## src/xzc_map.svh

```systemverilog
`ifndef XZC_MAP_SVH
`define XZC_MAP_SVH
// ==========================================
// Register indices (byte address is four times the index)
`define XZC_IDX_BASE_HIGH 8'hf9
`define XZC_IDX_BASE_LOW 8'hfa
`define XZC_IDX_WIN_SIZE 8'hfb
`define XZC_IDX_IRQ_ROUTE 8'hfc
`define XZC_IDX_ZONE_CTRL 8'hfd
// ==========================================
// Reset values
`define XZC_RST_BASE_HIGH 8'h00
`define XZC_RST_BASE_LOW 8'h00
`define XZC_RST_WIN_SIZE 4'h0
`define XZC_RST_IRQ_ROUTE 4'h0
`define XZC_RST_ZONE_CTRL 2'h0
// ==========================================
// Field layout and limits
`define XZC_SIZE_MAX 4'h8
`define XZC_ZONE_EN_BIT 0
`define XZC_DUAL_EN_BIT 1
`define XZC_MIN_SHIFT 16
`endif

```

## src/xzc_pkg.sv

```systemverilog
package xzc_pkg;
	typedef enum logic [1:0] {
		XZC_IDLE = 2'b01,
		XZC_ACCESS = 2'b10
	} xzc_state_t;

	typedef struct packed {
		xzc_state_t st;
		logic pready;
		logic [31:0] prdata;
		logic [7:0] base_high;
		logic [7:0] base_low;
		logic [3:0] win_size;
		logic [3:0] irq_sel;
		logic zone_en;
		logic dual_en;
		logic hit0;
		logic hit1;
		logic [15:1] host_irq;
		logic irq_s1;
		logic irq_s2;
	} xzc_regs_t;
endpackage : xzc_pkg

```

## src/xzc_top.sv

```systemverilog
// Overview of operation
// RL1 - High base register supplies zone base address bits 31 to 24.
// RL2 - Low base register supplies zone base address bits 23 to 16.
// RL3 - Base bits 15 to 0 are zero; base sits on 64 Kbyte boundary.
// RL4 - Reset clears base high, base low and size registers to zero.
// RL5 - Software keeps base a whole multiple of the selected zone size.
// RL6 - Size field n gives a window of 2 to the (n+16) bytes.
// RL7 - Size zero is 64 Kbytes and reset value; codes above 16 Mbytes reserved.
// RL8 - Four-bit routing field picks the host IRQ driven by the extension interrupt.
// RL9 - Routing zero disables; values 1 to 15 drive host IRQ 1 to 15.
// RL10 - Dual-zone enable decodes a second equal zone directly above the first.
// RL11 - Cycle hits an enabled zone when bits 31 down to size exponent match.
`timescale 1ns/100ps
`include "xzc_map.svh"

module xzc_top (
	input wire logic pclk,
	input wire logic presetn,
	input wire logic psel,
	input wire logic penable,
	input wire logic pwrite,
	input wire logic [11:0] paddr,
	input wire logic [31:0] pwdata,
	input wire logic [3:0] pstrb,
	output logic pready,
	output logic [31:0] prdata,
	output logic pslverr,
	input wire logic [31:0] host_mem_addr,
	input wire logic ext_bus_irq_in,
	output logic zone0_hit,
	output logic zone1_hit,
	output logic [15:1] host_irq
);
	xzc_pkg::xzc_regs_t r_q;
	xzc_pkg::xzc_regs_t r_d;
	logic [9:0] idx;
	logic wr_go;
	logic rd_go;
	logic unmapped;
	logic [31:0] rd_val;
	logic [4:0] shift;
	logic [31:0] base_full;
	logic [31:0] mask;
	logic [31:0] base1;

	assign idx = paddr[11:2];
	assign shift = 5'(`XZC_MIN_SHIFT) + {1'b0, r_q.win_size}; // see RL6
	// Bits below the window are ignored; base bits 15..0 fixed zero
	assign base_full = {r_q.base_high, r_q.base_low, 16'h0000}; // see RL1 see RL2 see RL3
	assign mask = 32'hffff_ffff << shift;
	assign base1 = base_full + (32'h0000_0001 << shift); // see RL10

	always_comb begin
		unmapped = 1'b1;
		rd_val = 32'h0000_0000;
		unique case (idx)
			{2'b00, `XZC_IDX_BASE_HIGH}: begin
				unmapped = 1'b0;
				rd_val = {24'h0, r_q.base_high};
			end
			{2'b00, `XZC_IDX_BASE_LOW}: begin
				unmapped = 1'b0;
				rd_val = {24'h0, r_q.base_low};
			end
			{2'b00, `XZC_IDX_WIN_SIZE}: begin
				unmapped = 1'b0;
				rd_val = {28'h0, r_q.win_size};
			end
			{2'b00, `XZC_IDX_IRQ_ROUTE}: begin
				unmapped = 1'b0;
				rd_val = {28'h0, r_q.irq_sel};
			end
			{2'b00, `XZC_IDX_ZONE_CTRL}: begin
				unmapped = 1'b0;
				rd_val = {30'h0, r_q.dual_en, r_q.zone_en};
			end
			default: begin
				unmapped = 1'b1;
				rd_val = 32'h0000_0000;
			end
		endcase
	end

	assign wr_go = psel & penable & pwrite & pstrb[0] & ~unmapped;
	assign rd_go = psel & ~penable & ~pwrite;

	always_comb begin
		r_d = r_q;
		r_d.pready = 1'b0;
		// Two-flop synchroniser; only irq_s2 is read by logic
		r_d.irq_s1 = ext_bus_irq_in;
		r_d.irq_s2 = r_q.irq_s1;
		unique case (r_q.st)
			xzc_pkg::XZC_IDLE: begin
				if (psel & ~penable) begin
					r_d.st = xzc_pkg::XZC_ACCESS;
					r_d.pready = 1'b1;
					if (rd_go) begin
						r_d.prdata = rd_val;
					end
				end
			end
			xzc_pkg::XZC_ACCESS: begin
				r_d.st = xzc_pkg::XZC_IDLE;
				if (wr_go) begin
					unique case (idx)
						{2'b00, `XZC_IDX_BASE_HIGH}: r_d.base_high = pwdata[7:0]; // see RL1
						{2'b00, `XZC_IDX_BASE_LOW}: r_d.base_low = pwdata[7:0]; // see RL2
						{2'b00, `XZC_IDX_WIN_SIZE}: begin
							// Reserved codes are refused; the old size stays
							if (pwdata[3:0] <= `XZC_SIZE_MAX) begin
								r_d.win_size = pwdata[3:0]; // see RL7
							end
						end
						{2'b00, `XZC_IDX_IRQ_ROUTE}: r_d.irq_sel = pwdata[3:0]; // see RL8
						{2'b00, `XZC_IDX_ZONE_CTRL}: begin
							r_d.zone_en = pwdata[`XZC_ZONE_EN_BIT];
							r_d.dual_en = pwdata[`XZC_DUAL_EN_BIT];
						end
						default: begin
						end
					endcase
				end
			end
			default: r_d.st = xzc_pkg::XZC_IDLE;
		endcase
		// Misaligned bases are software's duty; low bits are masked out here
		r_d.hit0 = r_q.zone_en & ((host_mem_addr & mask) == (base_full & mask)); // see RL11 see RL5
		r_d.hit1 = r_q.zone_en & r_q.dual_en
			& ((host_mem_addr & mask) == (base1 & mask)); // see RL10 see RL11
		r_d.host_irq = '0;
		if (r_q.irq_sel != 4'h0) begin
			r_d.host_irq[r_q.irq_sel] = r_q.irq_s2; // see RL9
		end
	end

	always_ff @(posedge pclk or negedge presetn) begin
		if (!presetn) begin
			r_q.st <= xzc_pkg::XZC_IDLE;
			r_q.pready <= 1'b0;
			r_q.prdata <= 32'h0000_0000;
			r_q.base_high <= `XZC_RST_BASE_HIGH; // see RL4
			r_q.base_low <= `XZC_RST_BASE_LOW;
			r_q.win_size <= `XZC_RST_WIN_SIZE;
			r_q.irq_sel <= `XZC_RST_IRQ_ROUTE; // see RL9
			r_q.zone_en <= 1'b0;
			r_q.dual_en <= 1'b0;
			r_q.hit0 <= 1'b0;
			r_q.hit1 <= 1'b0;
			r_q.host_irq <= 15'h0000;
			r_q.irq_s1 <= 1'b0;
			r_q.irq_s2 <= 1'b0;
		end else begin
			r_q <= r_d;
		end
	end

	assign pready = r_q.pready;
	assign prdata = r_q.prdata;
	assign pslverr = 1'b0;
	assign zone0_hit = r_q.hit0;
	assign zone1_hit = r_q.hit1;
	assign host_irq = r_q.host_irq;

	// ==========================================
	// Checks
	reset_clear_a: assert property (@(posedge pclk) $rose(presetn)
		|-> r_q.base_high == 8'h00 && r_q.base_low == 8'h00 && r_q.win_size == 4'h0) // see RL4
		else $error("config not cleared at reset");
	size_legal_a: assert property (@(posedge pclk) disable iff (!presetn)
		r_q.win_size <= 4'h8) // see RL7
		else $error("reserved size code stored");
	irq_off_a: assert property (@(posedge pclk) disable iff (!presetn)
		$past(r_q.irq_sel) == 4'h0 |-> host_irq == 15'h0000) // see RL9
		else $error("irq routed while disabled");
	irq_route_a: assert property (@(posedge pclk) disable iff (!presetn)
		$past(r_q.irq_sel) != 4'h0 |-> host_irq[$past(r_q.irq_sel)] == $past(r_q.irq_s2)) // see RL8
		else $error("irq not on selected line");
	irq_onehot_a: assert property (@(posedge pclk) disable iff (!presetn)
		$countones(host_irq) <= 1) // see RL8
		else $error("several irq lines driven");
	hit_off_a: assert property (@(posedge pclk) disable iff (!presetn)
		!$past(r_q.zone_en) |-> !zone0_hit && !zone1_hit) // see RL11
		else $error("hit while zones disabled");
	base_hit_a: assert property (@(posedge pclk) disable iff (!presetn)
		r_q.zone_en && host_mem_addr[31:16] == {r_q.base_high, r_q.base_low}
		&& r_q.win_size == 4'h0 |=> zone0_hit) // see RL1 see RL2 see RL3
		else $error("zone base not decoded");
	dual_only_a: assert property (@(posedge pclk) disable iff (!presetn)
		zone1_hit |-> $past(r_q.dual_en)) // see RL10
		else $error("second zone hit without dual enable");
	dual_above_a: assert property (@(posedge pclk) disable iff (!presetn)
		r_q.zone_en && r_q.dual_en && r_q.win_size == 4'h0
		&& host_mem_addr[31:16] == {r_q.base_high, r_q.base_low} + 16'h0001 |=> zone1_hit) // see RL10
		else $error("second zone not above first");
	size_win_a: assert property (@(posedge pclk) disable iff (!presetn)
		shift == 5'(`XZC_MIN_SHIFT) + {1'b0, r_q.win_size} && shift <= 5'd24) // see RL6
		else $error("window exponent wrong");
	apb_ready_a: assert property (@(posedge pclk) disable iff (!presetn)
		psel && !penable && !r_q.pready |=> pready ##1 !pready)
		else $error("apb answer not one cycle");

	// ==========================================
	// Check helpers: one flag per register for a write landing at this edge
	logic wr_acc;
	logic wr_hi;
	logic wr_lo;
	logic wr_sz;
	logic wr_rt;
	logic wr_ct;
	assign wr_acc = (r_q.st == xzc_pkg::XZC_ACCESS) & wr_go;
	assign wr_hi = wr_acc & (idx == {2'b00, `XZC_IDX_BASE_HIGH});
	assign wr_lo = wr_acc & (idx == {2'b00, `XZC_IDX_BASE_LOW});
	assign wr_sz = wr_acc & (idx == {2'b00, `XZC_IDX_WIN_SIZE});
	assign wr_rt = wr_acc & (idx == {2'b00, `XZC_IDX_IRQ_ROUTE});
	assign wr_ct = wr_acc & (idx == {2'b00, `XZC_IDX_ZONE_CTRL});

	// ==========================================
	// Register write and hold checks
	// A write lands only at the access edge
	base_high_wr_a: assert property (@(posedge pclk) disable iff (!presetn) // see RL1
		wr_hi |=> r_q.base_high == $past(pwdata[7:0]))
		else $error("base high write lost");
	base_low_wr_a: assert property (@(posedge pclk) disable iff (!presetn) // see RL2
		wr_lo |=> r_q.base_low == $past(pwdata[7:0]))
		else $error("base low write lost");
	// Nothing but its own write may move a base byte
	base_high_hold_a: assert property (@(posedge pclk) disable iff (!presetn) // see RL1
		!wr_hi |=> $stable(r_q.base_high))
		else $error("base high changed without write");
	base_low_hold_a: assert property (@(posedge pclk) disable iff (!presetn) // see RL2
		!wr_lo |=> $stable(r_q.base_low))
		else $error("base low changed without write");
	// The base can only sit on a 64 Kbyte boundary
	base_low_bits_a: assert property (@(posedge pclk) disable iff (!presetn) // see RL3
		base_full[15:0] == 16'h0000)
		else $error("base low bits not zero");
	base_upper_a: assert property (@(posedge pclk) disable iff (!presetn) // see RL1 see RL2
		base_full[31:16] == {r_q.base_high, r_q.base_low})
		else $error("base bytes misplaced");
	// Legal size codes are stored as written
	size_wr_a: assert property (@(posedge pclk) disable iff (!presetn) // see RL6
		wr_sz && pwdata[3:0] <= `XZC_SIZE_MAX |=> r_q.win_size == $past(pwdata[3:0]))
		else $error("size write lost");
	// Reserved codes leave the old window in place
	size_refuse_a: assert property (@(posedge pclk) disable iff (!presetn) // see RL7
		wr_sz && pwdata[3:0] > `XZC_SIZE_MAX |=> $stable(r_q.win_size))
		else $error("reserved size accepted");
	size_hold_a: assert property (@(posedge pclk) disable iff (!presetn) // see RL6
		!wr_sz |=> $stable(r_q.win_size))
		else $error("size changed without write");
	// Largest window is 16 Mbytes, so the top byte always compares
	mask_span_a: assert property (@(posedge pclk) disable iff (!presetn) // see RL7
		mask[15:0] == 16'h0000 && mask[31:24] == 8'hff)
		else $error("window mask out of range");
	irq_wr_a: assert property (@(posedge pclk) disable iff (!presetn) // see RL8
		wr_rt |=> r_q.irq_sel == $past(pwdata[3:0]))
		else $error("routing write lost");
	irq_hold_a: assert property (@(posedge pclk) disable iff (!presetn) // see RL8
		!wr_rt |=> $stable(r_q.irq_sel))
		else $error("routing changed without write");
	ctrl_wr_a: assert property (@(posedge pclk) disable iff (!presetn) // see RL10
		wr_ct |=> r_q.dual_en == $past(pwdata[1]) && r_q.zone_en == $past(pwdata[0]))
		else $error("zone control write lost");
	ctrl_hold_a: assert property (@(posedge pclk) disable iff (!presetn) // see RL10
		!wr_ct |=> $stable(r_q.dual_en) && $stable(r_q.zone_en))
		else $error("zone control changed without write");
	// Writes without lane zero are dropped whole
	strobe_off_a: assert property (@(posedge pclk) disable iff (!presetn)
		psel && penable && pwrite && !pstrb[0]
		|=> $stable(r_q.base_high) && $stable(r_q.base_low) && $stable(r_q.irq_sel))
		else $error("write without lane zero taken");
	// Writes to an unmapped index touch nothing
	unmapped_wr_a: assert property (@(posedge pclk) disable iff (!presetn)
		psel && penable && pwrite && unmapped
		|=> $stable(r_q.base_high) && $stable(r_q.base_low) && $stable(r_q.win_size))
		else $error("unmapped write taken");

	// ==========================================
	// Read-back checks
	// Read data is captured from the setup cycle
	rd_high_a: assert property (@(posedge pclk) disable iff (!presetn) // see RL1
		rd_go && r_q.st == xzc_pkg::XZC_IDLE && idx == {2'b00, `XZC_IDX_BASE_HIGH}
		|=> prdata == {24'h000000, $past(r_q.base_high)})
		else $error("base high read wrong");
	rd_low_a: assert property (@(posedge pclk) disable iff (!presetn) // see RL2
		rd_go && r_q.st == xzc_pkg::XZC_IDLE && idx == {2'b00, `XZC_IDX_BASE_LOW}
		|=> prdata == {24'h000000, $past(r_q.base_low)})
		else $error("base low read wrong");
	rd_size_a: assert property (@(posedge pclk) disable iff (!presetn) // see RL6
		rd_go && r_q.st == xzc_pkg::XZC_IDLE && idx == {2'b00, `XZC_IDX_WIN_SIZE}
		|=> prdata == {28'h0000000, $past(r_q.win_size)})
		else $error("size read wrong");
	rd_route_a: assert property (@(posedge pclk) disable iff (!presetn) // see RL8
		rd_go && r_q.st == xzc_pkg::XZC_IDLE && idx == {2'b00, `XZC_IDX_IRQ_ROUTE}
		|=> prdata == {28'h0000000, $past(r_q.irq_sel)})
		else $error("routing read wrong");
	rd_ctrl_a: assert property (@(posedge pclk) disable iff (!presetn) // see RL10
		rd_go && r_q.st == xzc_pkg::XZC_IDLE && idx == {2'b00, `XZC_IDX_ZONE_CTRL}
		|=> prdata == {30'h00000000, $past(r_q.dual_en), $past(r_q.zone_en)})
		else $error("zone control read wrong");
	// Reserved upper bits always read as zero
	prdata_zero_a: assert property (@(posedge pclk) disable iff (!presetn)
		prdata[31:8] == 24'h000000)
		else $error("upper read bits set");
	// The access phase never stretches past one cycle
	access_ready_a: assert property (@(posedge pclk) disable iff (!presetn)
		r_q.st == xzc_pkg::XZC_ACCESS |-> pready)
		else $error("access without ready");
	access_end_a: assert property (@(posedge pclk) disable iff (!presetn)
		r_q.st == xzc_pkg::XZC_ACCESS |=> r_q.st == xzc_pkg::XZC_IDLE)
		else $error("access phase stretched");
	idle_quiet_a: assert property (@(posedge pclk) disable iff (!presetn)
		!psel |=> !pready)
		else $error("ready without request");

	// ==========================================
	// Decode and interrupt checks
	// Compare by shifting, independent of the mask logic above
	hit0_match_a: assert property (@(posedge pclk) disable iff (!presetn) // see RL11
		r_q.zone_en && (host_mem_addr >> shift) == (base_full >> shift) |=> zone0_hit)
		else $error("first zone missed");
	hit0_miss_a: assert property (@(posedge pclk) disable iff (!presetn) // see RL11
		(host_mem_addr >> shift) != (base_full >> shift) |=> !zone0_hit)
		else $error("first zone false hit");
	// Second zone starts one window above the first
	hit1_match_a: assert property (@(posedge pclk) disable iff (!presetn) // see RL10
		r_q.zone_en && r_q.dual_en
		&& (host_mem_addr >> shift) == (base_full >> shift) + 32'h0000_0001 |=> zone1_hit)
		else $error("second zone missed");
	hit1_off_a: assert property (@(posedge pclk) disable iff (!presetn) // see RL10
		r_q.zone_en && !r_q.dual_en |=> !zone1_hit)
		else $error("second zone hit while single");
	irq_sync_a: assert property (@(posedge pclk) disable iff (!presetn) // see RL8
		r_q.irq_s2 == $past(r_q.irq_s1))
		else $error("interrupt synchroniser skipped");
	// Unselected lines stay quiet
	irq_lines_a: assert property (@(posedge pclk) disable iff (!presetn) // see RL9
		r_q.irq_sel != 4'h0
		|=> (host_irq & ~(15'h0001 << ($past(r_q.irq_sel) - 4'h1))) == 15'h0000)
		else $error("unselected irq line driven");
	irq_level_a: assert property (@(posedge pclk) disable iff (!presetn) // see RL9
		r_q.irq_sel != 4'h0 && r_q.irq_s2 |=> host_irq != 15'h0000)
		else $error("routed irq not raised");

	// ==========================================
	// Reset release checks
	reset_route_a: assert property (@(posedge pclk) $rose(presetn) // see RL9
		|-> r_q.irq_sel == 4'h0 && !r_q.zone_en && !r_q.dual_en)
		else $error("routing not cleared at reset");
	reset_out_a: assert property (@(posedge pclk) $rose(presetn) // see RL4
		|-> !pready && host_irq == 15'h0000 && !zone0_hit && !zone1_hit)
		else $error("outputs not quiet at reset");
endmodule : xzc_top

```

## config.mk

```make
export PLATFORM = sky130hd
export DESIGN_NAME = xzc_top
export DESIGN_NICKNAME = d
export VERILOG_FILES = /design/src/xzc_pkg.sv /design/src/xzc_top.sv
export VERILOG_INCLUDE_DIRS = /design/src /design/src/src
export SDC_FILE = /design/constraint.sdc
export NUM_CORES = 1
export LEC_CHECK = 0
export BUFFER_PORTS_ARGS = -buffer_cell sky130_fd_sc_hd__buf_2
export CAP_MARGIN = 25
export CORE_UTILIZATION = 51
export CTS_CLUSTER_DIAMETER = 200
export DETAILED_ROUTE_END_ITERATION = 7
export PLACE_DENSITY_LB_ADDON = 0.25
export SLEW_MARGIN = 25
export SYNTH_ARGS = -nofsm -noshare
export SYNTH_HDL_FRONTEND = slang
export SYNTH_SLANG_ARGS = --single-unit
```

## constraint.sdc

```tcl
create_clock -name pclk -period 3.61 [get_ports pclk]
set_clock_uncertainty 0.1 [all_clocks]
set_input_delay 0.361 -clock pclk [delete_from_list [all_inputs] [get_ports pclk]]
set_output_delay 0.361 -clock pclk [all_outputs]
set_load 0.05 [all_outputs]
```

==> metrics <==
distinct cell type count after synthesis=slightly below 60; count of endpoints failing setup in the final report=0; Min Clock Period, post-route=3.280 ns; crit path cell chain=or3_1 > nor3b_1 > fa_1 > xnor2_1 > o22ai_1 > o21a_1 > o21ai_0 > o2111ai_1 > a2111oi_0 > and4_1; max-cap check violation count=0; met1 Use GR=32.49%; htree depth=2; Iteration-0 DRC Markers=about 230; number of buffers inserted during clock tree synthesis=5; number of nets in the finished design=about 560; DR vias=3,051; most frequent cells in the layout=66 x buf_2, 55 x dfrtp_1, 38 x nor2_1, 35 x xnor2_1, 26 x mux2_2; Yosys Warn Count=0; number of top-level design ports=about 140; Yosys top cell by area=dfrtp_1; post-detailed-placement cell area=roughly 4100 um^2; deepest clock path buffer count=2; clock net sink count=between 50 and 60; wire length of the first global-routing pass=14,130 um; vias in the first global route=roughly 2,900; post-detailed-route DRC marker count=0; cts repair resizes=0; hold bufs inserted after CTS=0; power per cell area=roughly 270 nW/um^2; start point of the critical path=r_q[25]$_DFFE_PN0P_; Hold Slack=-0.01174 ns; largest voltage drop on the vdd net=0.2367 mV; critical path data arrival time=between 3 and 4 ns; total congestion overflow=0; wire length per cell=around 16 um; sum of routed wire length over all layers=approximately 9000 um; Worst-Skew Late Latency=0.31 ns; clock transition at the registers of the reported paths=~0.10 ns; Critical Path Sink Type=flip-flop; global route hottest layer=met2; Global Route met2 Usage=approximately two fifths; filler cell count in the final layout=about 670; Post-CTS Setup Inserts=0; remaining antenna violation count after routing=0; total power=about 1.1 mW; leading register cell type out of synthesis=dfrtp_1; Area growth syn-to-layout=7.480%; die footprint=between 7000 and 8000 um^2; fin. max-slew vios=0; type of the worst setup path=reg2reg; register bit count reported by yosys=56; vias per std cell=between 5 and 6; slowest cell on the critical path=dfrtp_1; start of the worst register-to-register path=r_q[25]$_DFFE_PN0P_; count of input and output buffers=between 60 and 70; estimated wirelength of the detail-placed design=6981 um; number of flops mapped to enable cells by yosys=0; CTS tree=yes; pin count of the biggest net entering global routing=32; fraction of synthesized cell area taken by the top area cell type=35.31%; number of cells in the design after placement=548; leakage power of the design=between 2 and 2.5 nW; class of the worst hold path=in2async; count of endpoints failing hold in the final timing report=18; post-synthesis async set-or-reset flop share=between 90% and 100%; cell types with the largest area share after synthesis=dfrtp_1 35%, buf_4 9.2%, xnor2_1 7.9%; period utilization=90.87%; horizontal extent of the die=approximately 89 um; final sum of negative setup slack=0 ns; peak fanout along the critical path=11; part of the Yosys area used for sequential elements=35.99%; GRT Total Usage=between 20% and 30%; number of standard cells in the layout, taps in and fillers out=between 500 and 600; final standard cell area without fillers=roughly 4200 um^2; unrepaired setup endpoints after global routing=no; global routing usage on met3=approximately 3%; first drt pass iteration count=4; required time at the worst-slack endpoint=around 3.8 ns; number of diodes added for antenna fixing=0; area of the mapped netlist=between 3000 and 4000 um^2; Worst path max stage delay=0.51 ns; chip height=between 80 and 90 um; worst-case headroom to the max-slew limit=just over 50%; fraction of final layout cells sized beyond drive strength 1=~25%; GPL Wtd Cong=around 0.89; Core Area=around 7300 um^2; actual transition at the worst max-transition pin=0.7198 ns; run status=finished with violations; antenna violations before repair=0; number of instances in the synthesized netlist=between 400 and 500; Fmax=a little over 300 MHz; violations in the final reports=hold timing; buffer cell driving the clock tree root=clkbuf_8; Worst Setup Start Kind=flip-flop; mean post-synth cell area=9.529 um^2; most common library cell in the layout ignoring fill and taps=buf_2; starting utilization of the core area=between 50% and 60%; Row Count=31
-- final cells by class --
class / instances / area (um^2) / area share [%]
multi-input combinational: 313 / 2157 / 51.49
inverter: 5 / 18.77 / 0.4480
sequential: 56 / 1403 / 33.48
clock buffer: 6 / 72.57 / 1.732
timing repair buffer: 75 / 397.9 / 9.498
clock inverter: 2 / 16.27 / 0.3883
tap: 99 / 123.9 / 2.957
-- synth_stat cells (all sizes together) (2+ instances only) --
cell,instances
a21boi,2
ha,14
nor3,12
nor2,38
nor3b,2
o21ai,17
o21a,3
xnor2,35
nand4,7
o2111ai,4
a31oi,2
dfrtp,55
a221oi,4
a32oi,2
nand2b,8
xor2,9
mux2,26
a21oi,20
o41ai,2
inv,5
nor2b,5
clkbuf,10
mux2i,3
nand3,6
o21bai,3
a2111o,2
nand2,25
a21o,5
buf,49
o22ai,4
a22oi,7
nand3b,2
-- where the power goes --
group	switching, mW	leakage [nW]	total (mW)	internal [mW]
Combinational	0.112	1.23	0.152	0.0403
Clock	0.204	0.0414	0.342	0.139
Sequential	0.00140	0.773	0.632	0.630
Total	0.317	2.05	1.13	0.809
-- worst max-delay path, delay by kind of cell, from the launching register on --
kind,cells,cell delay [ns]
AO/OA/AOI/OAI,5,1.01
AND/OR/NAND/NOR,3,0.95
flip-flops,1,0.51
adder cells (fa/ha/maj),1,0.48
XOR/XNOR,1,0.17
-- worst paths after layout --
check,end,slack [ns],cells past startpoint
max in group asynchronous,r_q[26]$_DFFE_PN0P_,2.63,2
worst min-delay path,host_irq[3]$_DFF_PN0_,-0.01,1
min in group pclk,r_d[0]$_DFF_PN0_,0.05,1
worst max-delay path,zone1_hit$_DFF_PN0_,0.33,10
worst max register to register,zone1_hit$_DFF_PN0_,0.33,10
worst min register to register,r_q[0]$_DFF_PN0_,0.28,0
-- state kept, by name (all words and copies together), names as in the netlist --
signal / flops
base_full: 16
host_irq: 15
prdata: 8
pready: 1
r_d: 1
r_q: 13
zone0_hit: 1
zone1_hit: 1
-- layer usage --
| layer | part of all wire (%) | wire length (um) |
|---|---|---|
| met5 | 0 | 0 |
| met4 | 1.7 | 147 |
| met3 | 5.8 | 515 |
| met2 | 48 | 4230 |
| met1 | 44 | 3916 |
-- metrics by stage --
| step | setup slack [ns] | hold slack [ns] | utilization [%] |
|---|---|---|---|
| final | 0.3296 | -0.01174 | 57.14 |
| after global placement | 0.3117 | 0.2376 | 55.93 |
| after global routing | 0.03898 | 0.04012 | 57.14 |
| after detailed placement | 0.3597 | 0.2543 | 55.93 |
| after floorplan | 0.4336 | -0.03459 | - |
| after CTS | 0.3261 | 0.002518 | 57.14 |
-- logic make-up (layout without fill, tap and decap cells) --
group	after synthesis	in the layout	synth area share (%)
mux	29	29	8.283
compound gates	84	84	14.80
fa+ha+maj	15	15	5.008
other cells	1	25	0.09622
xor+xnor	44	44	9.888
flops	56	56	35.99
buf+inv	64	88	10.98
simple gates	116	116	14.96
No activity file was read; power rests on OpenSTA's default activity.
